**src/shared/gate_ctrl_pkg.sv**
```systemverilog
package gate_ctrl_pkg;

  // ----------------------------------------------------------------
  // Register map (byte addresses)
  // ----------------------------------------------------------------
  localparam logic [7:0] ADDR_GATE_CTRL = 8'h00;
  localparam logic [7:0] ADDR_TIMER_ON = 8'h04;
  localparam logic [7:0] ADDR_STATUS = 8'h08;
  localparam logic [7:0] ADDR_MASK = 8'h0C;

  // ----------------------------------------------------------------
  // Field positions of the gate control register and the timer-on register
  // ----------------------------------------------------------------
  localparam int BIT_GATE_ENABLE = 7;
  localparam int BIT_GATE_POLARITY = 6;
  localparam int BIT_TOGGLE_MODE = 5;
  localparam int BIT_SINGLE_PULSE = 4;
  localparam int BIT_GO_DONE = 3;
  localparam int BIT_GATE_VALUE = 2;
  localparam int BIT_TIMER_ON = 0;

  // Status and mask fields
  localparam int EV_GATE_EDGE = 0;
  localparam int EV_PULSE_DONE = 1;
  localparam int EV_W = 2;

  // ----------------------------------------------------------------
  // Reset values and synchroniser depth
  // ----------------------------------------------------------------
  localparam logic [EV_W-1:0] STATUS_RESET = 2'h0;
  localparam logic [EV_W-1:0] MASK_RESET = 2'h0;
  localparam logic [31:0] RDATA_ZERO = 32'h0000_0000;
  localparam int SYNC_STAGES = 2;

  // Writable control fields, carried together
  typedef struct packed {
    logic gate_enable;
    logic gate_polarity;
    logic gate_toggle_mode;
    logic gate_single_pulse_mode;
  } gate_cfg_s;

  localparam gate_cfg_s CFG_RESET = '{1'b0, 1'b0, 1'b0, 1'b0};

  // Single-pulse acquisition, Gray coded along idle->armed->acquire
  typedef enum logic [1:0] {
    SP_IDLE = 2'b00,
    SP_ARMED = 2'b01,
    SP_ACQUIRE = 2'b11
  } pulse_state_e;

endpackage : gate_ctrl_pkg

```
**src/hdl/level_sync.sv**
```systemverilog
`timescale 1ns/100ps
module level_sync #(
  parameter int STAGES = 2
) (
  input wire logic pclk,     // System clock
  input wire logic presetn,  // Async reset, active low
  input wire logic async_in, // Level from another domain
  output logic sync_out      // Level in pclk domain
);

  logic [STAGES-1:0] chain_r;
  logic [STAGES-1:0] chain_nxt;

  // ----------------------------------------------------------------
  // Parameter check
  // ----------------------------------------------------------------
  initial begin
    if (STAGES < 2) begin
      $error("level_sync needs at least two stages");
    end
  end

  // Shift the level along the chain
  always_comb begin
    chain_nxt = {chain_r[STAGES-2:0], async_in};
  end

  // Chain registers
  always_ff @(posedge pclk or negedge presetn) begin
    if (!presetn) begin
      chain_r <= '0;
    end else begin
      chain_r <= chain_nxt;
    end
  end

  assign sync_out = chain_r[STAGES-1];

endmodule : level_sync

```
**src/hdl/timer_gate_control.sv**
```systemverilog
// Decided for this implementation: the address map and the APB register port.
`timescale 1ns/100ps
// Notes on behaviour
// [RL1] In toggle mode the gate flip-flop flips on each rising gate edge, else it is held clear.
// [RL2] The single-pulse mode bit turns single-pulse acquisition on, and clearing it restores normal gating.
// [RL3] The go/done bit reads one while an acquisition is armed and waiting for a gate edge.
// [RL4] The go/done bit reads zero when no acquisition runs, and hardware clears it at completion.
// [RL5] Clearing the single-pulse mode bit also clears the go/done bit.
// [RL6] The read-only gate value bit shows the gate that could reach the counter, whatever the enable.
// [RL7] Turning the timer off stops it and clears the gate flip-flop.
// [RL8] With the timer on and gating enabled the count runs only while the gate is at its active level, or while the gate flip-flop is set in toggle mode.
module timer_gate_control
  import gate_ctrl_pkg::*;
#(
  parameter int ADDR_W = 8
) (
  input wire logic pclk,            // System clock
  input wire logic presetn,         // Async reset, active low
  input wire logic psel,            // APB select
  input wire logic penable,         // APB access phase
  input wire logic pwrite,          // APB write
  input wire logic [ADDR_W-1:0] paddr, // APB byte address
  input wire logic [31:0] pwdata,   // APB write data
  output logic [31:0] prdata,       // APB read data
  output logic pready,              // APB ready
  output logic pslverr,             // APB error, unmapped address
  input wire logic gate_in,         // Selected gate source, async
  output logic count_enable,        // Counter may advance
  output logic gate_flop,           // Gate toggle flip-flop
  output logic irq                  // Level interrupt
);

  // ----------------------------------------------------------------
  // Parameter check
  // ----------------------------------------------------------------
  initial begin
    if (ADDR_W < 4) begin
      $error("timer_gate_control needs at least 4 address bits");
    end
    if (SYNC_STAGES < 2) begin
      $error("timer_gate_control needs two synchroniser stages");
    end
    if (EV_W > 8) begin
      $error("timer_gate_control status exceeds one byte");
    end
    if (BIT_GATE_ENABLE > 7) begin
      $error("timer_gate_control fields exceed one byte");
    end
  end

  // ----------------------------------------------------------------
  // Declarations
  // ----------------------------------------------------------------
  gate_cfg_s cfg_r, cfg_nxt;
  pulse_state_e sp_r, sp_nxt;
  logic timer_on_r, timer_on_nxt;
  logic toggle_r, toggle_nxt;
  logic lvl_prev_r, lvl_prev_nxt;
  logic src_prev_r, src_prev_nxt;
  logic count_r, count_nxt;
  logic irq_r, irq_nxt;
  logic [EV_W-1:0] status_r, status_nxt;
  logic [EV_W-1:0] mask_r, mask_nxt;
  logic [31:0] prdata_r, prdata_nxt;
  logic pready_r, pready_nxt;
  logic pslverr_r, pslverr_nxt;

  logic gate_sync;
  logic gate_level;
  logic gate_src;
  logic gate_value;
  logic lvl_rise;
  logic src_rise;
  logic src_fall;
  logic pulse_done;
  logic access;
  logic done_xfer;
  logic wr_ctrl;
  logic arm_req;
  logic wr_timer_on;
  logic wr_mask;
  logic rd_status;
  logic acquiring;
  logic go_done;
  logic [7:0] addr_b;
  logic [7:0] ctrl_view;
  logic [EV_W-1:0] events;
  logic [EV_W-1:0] rd_clear;

  // ----------------------------------------------------------------
  // Gate input synchroniser
  // ----------------------------------------------------------------
  level_sync #(
    .STAGES(SYNC_STAGES)
  ) u_gate_sync (
    .pclk(pclk),
    .presetn(presetn),
    .async_in(gate_in),
    .sync_out(gate_sync)
  );

  // ----------------------------------------------------------------
  // Gate signal path
  // ----------------------------------------------------------------
  // Active-level gate after polarity
  assign gate_level = cfg_r.gate_polarity ? gate_sync : ~gate_sync; // [RL8]
  assign lvl_rise = gate_level & ~lvl_prev_r;
  // Toggle flip-flop replaces the gate in toggle mode
  assign gate_src = cfg_r.gate_toggle_mode ? toggle_r : gate_level; // [RL1]
  assign src_rise = gate_src & ~src_prev_r;
  assign src_fall = ~gate_src & src_prev_r;
  // Single pulse lets through one active period only
  assign acquiring = (sp_r == SP_ACQUIRE);
  assign go_done = (sp_r != SP_IDLE); // [RL3] [RL4]
  assign gate_value = cfg_r.gate_single_pulse_mode ?
                      (gate_src & acquiring) : gate_src; // [RL2]
  assign pulse_done = acquiring & src_fall;

  // Edge history
  always_comb begin
    lvl_prev_nxt = gate_level;
    src_prev_nxt = gate_src;
  end

  // Toggle flip-flop next value
  always_comb begin
    toggle_nxt = toggle_r;
    if (!timer_on_r) begin
      toggle_nxt = 1'b0; // [RL7]
    end else if (!cfg_r.gate_toggle_mode) begin
      toggle_nxt = 1'b0; // [RL1]
    end else if (lvl_rise) begin
      toggle_nxt = ~toggle_r; // [RL1]
    end
  end

  // Count enable, gate ignored when gating is off
  always_comb begin
    count_nxt = 1'b0;
    if (timer_on_r) begin
      count_nxt = cfg_r.gate_enable ? gate_value : 1'b1; // [RL8]
    end
  end

  // ----------------------------------------------------------------
  // Single-pulse acquisition
  // ----------------------------------------------------------------
  always_comb begin
    sp_nxt = sp_r;
    case (sp_r)
      SP_IDLE: begin
        sp_nxt = SP_IDLE;
      end
      SP_ARMED: begin
        if (src_rise) begin
          sp_nxt = SP_ACQUIRE; // [RL3]
        end
      end
      SP_ACQUIRE: begin
        if (src_fall) begin
          sp_nxt = SP_IDLE; // [RL4]
        end
      end
      default: begin
        sp_nxt = SP_IDLE;
      end
    endcase
    // Software arming wins over a completion in the same cycle
    if (arm_req) begin
      sp_nxt = SP_ARMED; // [RL3]
    end
    if (!cfg_nxt.gate_single_pulse_mode) begin
      sp_nxt = SP_IDLE; // [RL5]
    end
  end

  // ----------------------------------------------------------------
  // APB slave
  // ----------------------------------------------------------------
  assign addr_b = 8'(paddr);
  assign access = psel & penable;
  assign done_xfer = access & pready_r;
  assign wr_ctrl = done_xfer & pwrite & (addr_b == ADDR_GATE_CTRL);
  assign arm_req = wr_ctrl & pwdata[BIT_GO_DONE] &
                   pwdata[BIT_SINGLE_PULSE];

  // Per-register strobes at the completing edge
  assign wr_timer_on = done_xfer & pwrite & (addr_b == ADDR_TIMER_ON);
  assign wr_mask = done_xfer & pwrite & (addr_b == ADDR_MASK);
  assign rd_status = done_xfer & ~pwrite & (addr_b == ADDR_STATUS);

  // Readable image of the gate control register
  always_comb begin
    ctrl_view = 8'h00;
    ctrl_view[BIT_GATE_ENABLE] = cfg_r.gate_enable;
    ctrl_view[BIT_GATE_POLARITY] = cfg_r.gate_polarity;
    ctrl_view[BIT_TOGGLE_MODE] = cfg_r.gate_toggle_mode;
    ctrl_view[BIT_SINGLE_PULSE] = cfg_r.gate_single_pulse_mode;
    ctrl_view[BIT_GO_DONE] = go_done; // [RL3] [RL4]
    ctrl_view[BIT_GATE_VALUE] = gate_value; // [RL6]
  end

  // Ready one cycle into the access phase, read data latched with it
  always_comb begin
    pready_nxt = 1'b0;
    pslverr_nxt = 1'b0;
    prdata_nxt = prdata_r;
    if (access && !pready_r) begin
      pready_nxt = 1'b1;
      prdata_nxt = RDATA_ZERO;
      if (addr_b == ADDR_GATE_CTRL) begin
        prdata_nxt = {24'h000000, ctrl_view};
      end else if (addr_b == ADDR_TIMER_ON) begin
        prdata_nxt[BIT_TIMER_ON] = timer_on_r;
      end else if (addr_b == ADDR_STATUS) begin
        prdata_nxt = 32'(status_r);
      end else if (addr_b == ADDR_MASK) begin
        prdata_nxt = 32'(mask_r);
      end else begin
        pslverr_nxt = 1'b1;
      end
    end
  end

  // Register writes at the completing edge
  always_comb begin
    cfg_nxt = cfg_r;
    timer_on_nxt = timer_on_r;
    mask_nxt = mask_r;
    if (wr_ctrl) begin
      cfg_nxt.gate_enable = pwdata[BIT_GATE_ENABLE];
      cfg_nxt.gate_polarity = pwdata[BIT_GATE_POLARITY];
      cfg_nxt.gate_toggle_mode = pwdata[BIT_TOGGLE_MODE];
      cfg_nxt.gate_single_pulse_mode = pwdata[BIT_SINGLE_PULSE]; // [RL2]
    end
    if (wr_timer_on) begin
      timer_on_nxt = pwdata[BIT_TIMER_ON]; // [RL7]
    end
    if (wr_mask) begin
      mask_nxt = pwdata[EV_W-1:0];
    end
  end

  // ----------------------------------------------------------------
  // Interrupt status
  // ----------------------------------------------------------------
  always_comb begin
    events = '0;
    events[EV_GATE_EDGE] = timer_on_r & src_rise;
    events[EV_PULSE_DONE] = pulse_done;
    rd_clear = '0;
    if (rd_status) begin
      rd_clear = prdata_r[EV_W-1:0];
    end
    // New events win over the read clear
    status_nxt = (status_r & ~rd_clear) | events;
    irq_nxt = |(status_nxt & mask_nxt);
  end

  // ----------------------------------------------------------------
  // State registers
  // ----------------------------------------------------------------
  always_ff @(posedge pclk or negedge presetn) begin
    if (!presetn) begin
      cfg_r <= CFG_RESET;
      sp_r <= SP_IDLE;
      timer_on_r <= 1'b0;
      toggle_r <= 1'b0;
      // Active-low gate on a cleared sync reads high, so no false edge
      lvl_prev_r <= 1'b1;
      src_prev_r <= 1'b1;
      count_r <= 1'b0;
      irq_r <= 1'b0;
      status_r <= STATUS_RESET;
      mask_r <= MASK_RESET;
      prdata_r <= RDATA_ZERO;
      pready_r <= 1'b0;
      pslverr_r <= 1'b0;
    end else begin
      cfg_r <= cfg_nxt;
      sp_r <= sp_nxt;
      timer_on_r <= timer_on_nxt;
      toggle_r <= toggle_nxt;
      lvl_prev_r <= lvl_prev_nxt;
      src_prev_r <= src_prev_nxt;
      count_r <= count_nxt;
      irq_r <= irq_nxt;
      status_r <= status_nxt;
      mask_r <= mask_nxt;
      prdata_r <= prdata_nxt;
      pready_r <= pready_nxt;
      pslverr_r <= pslverr_nxt;
    end
  end

  // ----------------------------------------------------------------
  // Outputs
  // ----------------------------------------------------------------
  assign prdata = prdata_r;
  assign pready = pready_r;
  assign pslverr = pslverr_r;
  assign count_enable = count_r;
  assign gate_flop = toggle_r;
  assign irq = irq_r;

endmodule : timer_gate_control

```
**config.mk**
```make
export PLATFORM = sky130hd
export DESIGN_NAME = timer_gate_control
export DESIGN_NICKNAME = d
export VERILOG_FILES = /design/src/shared/gate_ctrl_pkg.sv /design/src/hdl/level_sync.sv /design/src/hdl/timer_gate_control.sv
export SDC_FILE = /design/constraint.sdc
export NUM_CORES = 1
export LEC_CHECK = 0
export BUFFER_PORTS_ARGS = -buffer_cell sky130_fd_sc_hd__clkbuf_2
export CAP_MARGIN = 10
export CORE_MARGIN = 4
export CORE_UTILIZATION = 43
export DETAILED_ROUTE_END_ITERATION = 10
export PLACE_DENSITY = 0.79
export SKIP_CTS_REPAIR_TIMING = 1
export SKIP_LAST_GASP = 1
export SYNTH_ARGS = -nofsm -noshare
export SYNTH_HDL_FRONTEND = slang
export SYNTH_SLANG_ARGS = --single-unit
```
**constraint.sdc**
```tcl
create_clock -name pclk -period 1.8 [get_ports pclk]
set_clock_uncertainty 0.15 [all_clocks]
set_input_delay 0.09 -clock pclk [delete_from_list [all_inputs] [get_ports pclk]]
set_output_delay 0.09 -clock pclk [all_outputs]
set_load 0.05 [all_outputs]
```
==> summary.txt <==
Synth
  • Mux share of post-synthesis cell area: around 6.2%
  • Most used DFF post-synth: dfrtp_1
  • Compound-Gate Fraction of Synth Area: 10.7%
  • Post-synthesis xor/xnor area fraction: under 10%
  • Main combinational cell family by area after synthesis: simple AND/OR/NAND/NOR gates
  • Simple-gate portion of the synthesized area: 18.5%
  • Synthesized area per cell: 11.3 um2
  • Seq/Total Area, Yosys: 49.2%
  • Yosys cell types: 40
  • Post-Syn Area: ~1400 um2
  • Post-synth ARST share: 100%
  • FF+latch count, synth: 28
  • Post-synth EDFFs: 0
  • Yosys warning count: 0
  • Synth Area in Adders: 0%
  • Syn Inst Count: ~130

Placement
  • GPL Wtd Cong: around 0.81
  • I/O Buffers: 33
  • Dpl cell area: 1620 um2
  • Dpl ws: -0.139 ns
  • Dpl hpwl: 2200 um

Worst setup path
  • CP max FO: 4
  • Arrival @ worst endpoint: 1.73 ns
  • R2R depth: 4
  • CP max stage delay: 0.43 ns
  • Slowest-stage cell, CP: dfrtp_2
  • Worst Path Required: 1.87 ns
  • CP endpoint kind: flip-flop
  • Worst setup SP type: flip-flop
  • Setup CP Type: reg -> reg
  • CP Cell Sequence: nand3_4 > nor4_4 > mux2_2 > a22o_1

Timing
  • Worst Tran Pin Value: just under 0.7 ns
  • Final period utilization: 92.0%
  • Final Setup Violations: 0
  • Relative slew slack: 54.0%
  • Hold slack: -0.00148 ns
  • Crit path time final: 1.66 ns
  • Fmax: 0.604 GHz
  • Setup TNS: 0 ns
  • RSZ-0062 raised after global routing: false
  • Final hold viol count: 1
  • Final Max Slew Viols: 0
  • Final WS setup: 0.145 ns

Job
  • # Max-Cap Violations: 0

Power and ir drop
  • Seq pwr share: 57.1%
  • Clock share of power: 22.8%
  • Net Sw Power: 351 uW
  • Pwr Density: 649 nW/um2
  • Switching part of the total: 31.1%
  • Peak supply drop: 0.000562 V
  • Comb power frac: 20.1%
  • Leakage power: 0.889 nW
  • Cell internal pwr: 777 uW

Drt
  • Via count: 1046
  • First-pass iteration count of the detailed router: 4
  • Remaining DRCs: 0
  • Routed Antenna Nets: 0
  • WL per Instance: 13.0 um
  • Vias/cell: 4.75
  • Total wire length: 2850 um
  • Iter 0 DRT Violations: between 50 and 60

Die
  • # IOs: 83
  • Die Ht: approximately 66 um
  • Initial core utilization: between 40% and 50%
  • Die ar.: 4310 um2
  • Placeable Area: ~3100 um2
  • Site row count: 20
  • Width of the die: 65.6 um

Worst hold path
  • Class of the worst hold path: in -> reg
  • WHS Path Cells: 4

Cells and area
  • Layout Nets: 223
  • Area Overhead vs Synth: 21.7%
  • Layout cells sized above 1: 35.8%
  • Fin area: 1740 um2
  • Number of diodes: 0

Status
  • Status: complete, but fails checks
  • Failing checks: hold timing

Global route
  • Largest net degree at the start of global routing: 29
  • Vias in the first global route: 1024
  • Global-route wire length before repair: approximately 4600 um
  • Met1 usage in global routing: 17.7%
  • Congestion Overflow GR: 0
  • GRT busiest layer: met2
  • Antenna violations before repair: 0
  • Met2 GRT Util: 22.0%
  • Met3 usage: roughly 4.3%
  • Gr usage total: 13.5%

Clock tree
  • Clock transition at path regs: around 0.14 ns
  • Root Driver: clkbuf_4
  • Worst-Skew Late Latency: 0.32 ns
  • CTS H-tree lvls: 1
  • Maximum clock path buffer count: 2
  • Inserted Clock Buffers: 3
  • Clock sink count: 28
  • TritonCTS clock tree: yes
sequential cells by signal (all words and copies together) (netlist names):
name,flops
cfg_r,4
irq,1
status_r,2
mask_r,2
gate_flop,1
lvl_prev_r,1
timer_on_r,1
count_enable,1
src_prev_r,1
pslverr,1
u_gate_sync.chain_r,2
sp_r,2
pready,1
prdata,8
worst max-delay path, delay by kind of cell (launching register included):
kind	cells	cell delay (ns)
flip-flops	1	0.43
multiplexers	1	0.38
AND/OR/NAND/NOR	2	0.37
AO/OA/AOI/OAI	1	0.23
metrics by stage:
| stage | util, % | power [mW] | instances |
|---|---|---|---|
| floorplan | - | 0.849 | 149 |
| global placement | 51.9 | 0.863 | 207 |
| detailed placement | 51.9 | 0.867 | 207 |
| CTS | 52.7 | 1.13 | 211 |
| global route | 55.6 | 1.18 | 220 |
| finish | 55.6 | 1.13 | 220 |
cell usage after synthesis, types with 2 or more instances:
library cell | number | area [um2]
a21oi_1 | 3 | 15.0
a22o_1 | 7 | 61.3
a32o_1 | 2 | 20.0
buf_4 | 24 | 180
clkbuf_1 | 2 | 7.51
dfrtp_1 | 26 | 651
dfstp_2 | 2 | 52.6
inv_1 | 3 | 11.3
mux2_2 | 6 | 67.6
nand2_1 | 10 | 37.5
nand3_1 | 2 | 10.0
nand3b_1 | 2 | 15.0
nand4_1 | 2 | 12.5
nor2_1 | 4 | 15.0
nor2b_1 | 2 | 12.5
nor4_2 | 2 | 25.0
nor4_4 | 2 | 42.5
or2_2 | 2 | 12.5
xor2_1 | 2 | 17.5
cell type report:
cell class                 count  area [um2]
clock buffer                   4        26.3
multi-input combinational     92         634
inverter                       3        11.3
fill                         282        1390
tap                           44        55.1
sequential                    28         704
timing repair buffer          49         308
layout by cell type (no fill, tap or decap), drive strengths merged, types with 4 or more instances in the layout:
cell / synthesis / routed
nand2: 10 / 10
dfrtp: 26 / 26
a22o: 7 / 7
conb: 1 / 24
mux2: 7 / 7
buf: 24 / 7
dlygate4sd3: 0 / 9
nor4: 5 / 5
nor2: 4 / 4
clkbuf: 2 / 37
logic make-up (layout without fill, tap and decap cells):
group           Yosys count  count (layout)
compound gates           20              20
xor+xnor                  2               2
buf+inv                  29              56
flops                    28              28
mux                       8               8
other cells               1              24
simple gates             38              38
final timing paths:
check / start / endpoint / slack [ns]
max: pready / irq / 0.14
min: paddr[0] / status_r[0] / -0.001
max reg2reg: pready / irq / 0.14
min reg2reg: u_gate_sync.chain_r[0] / u_gate_sync.chain_r[1] / 0.22
max in group asynchronous: presetn / pready / 0.83
min in group asynchronous: presetn / cfg_r[0] / 0.18
power groups by stage:
stage	Sequential, mW	Clock (mW)	Combinational (mW)
floorplan	0.666	0	0.183
global placement	0.656	0	0.207
detailed placement	0.656	0	0.210
CTS	0.645	0.271	0.211
global route	0.646	0.296	0.242
finish	0.644	0.258	0.227
metal layers:
metal | vias to the layer above | share of wire (%)
met3 | 6 | 5.8
met2 | 45 | 51
met5 | - | 0
met1 | 490 | 41
met4 | 0 | 1.9
li1 | 505 | -
Power figures use the tool's default switching activity.
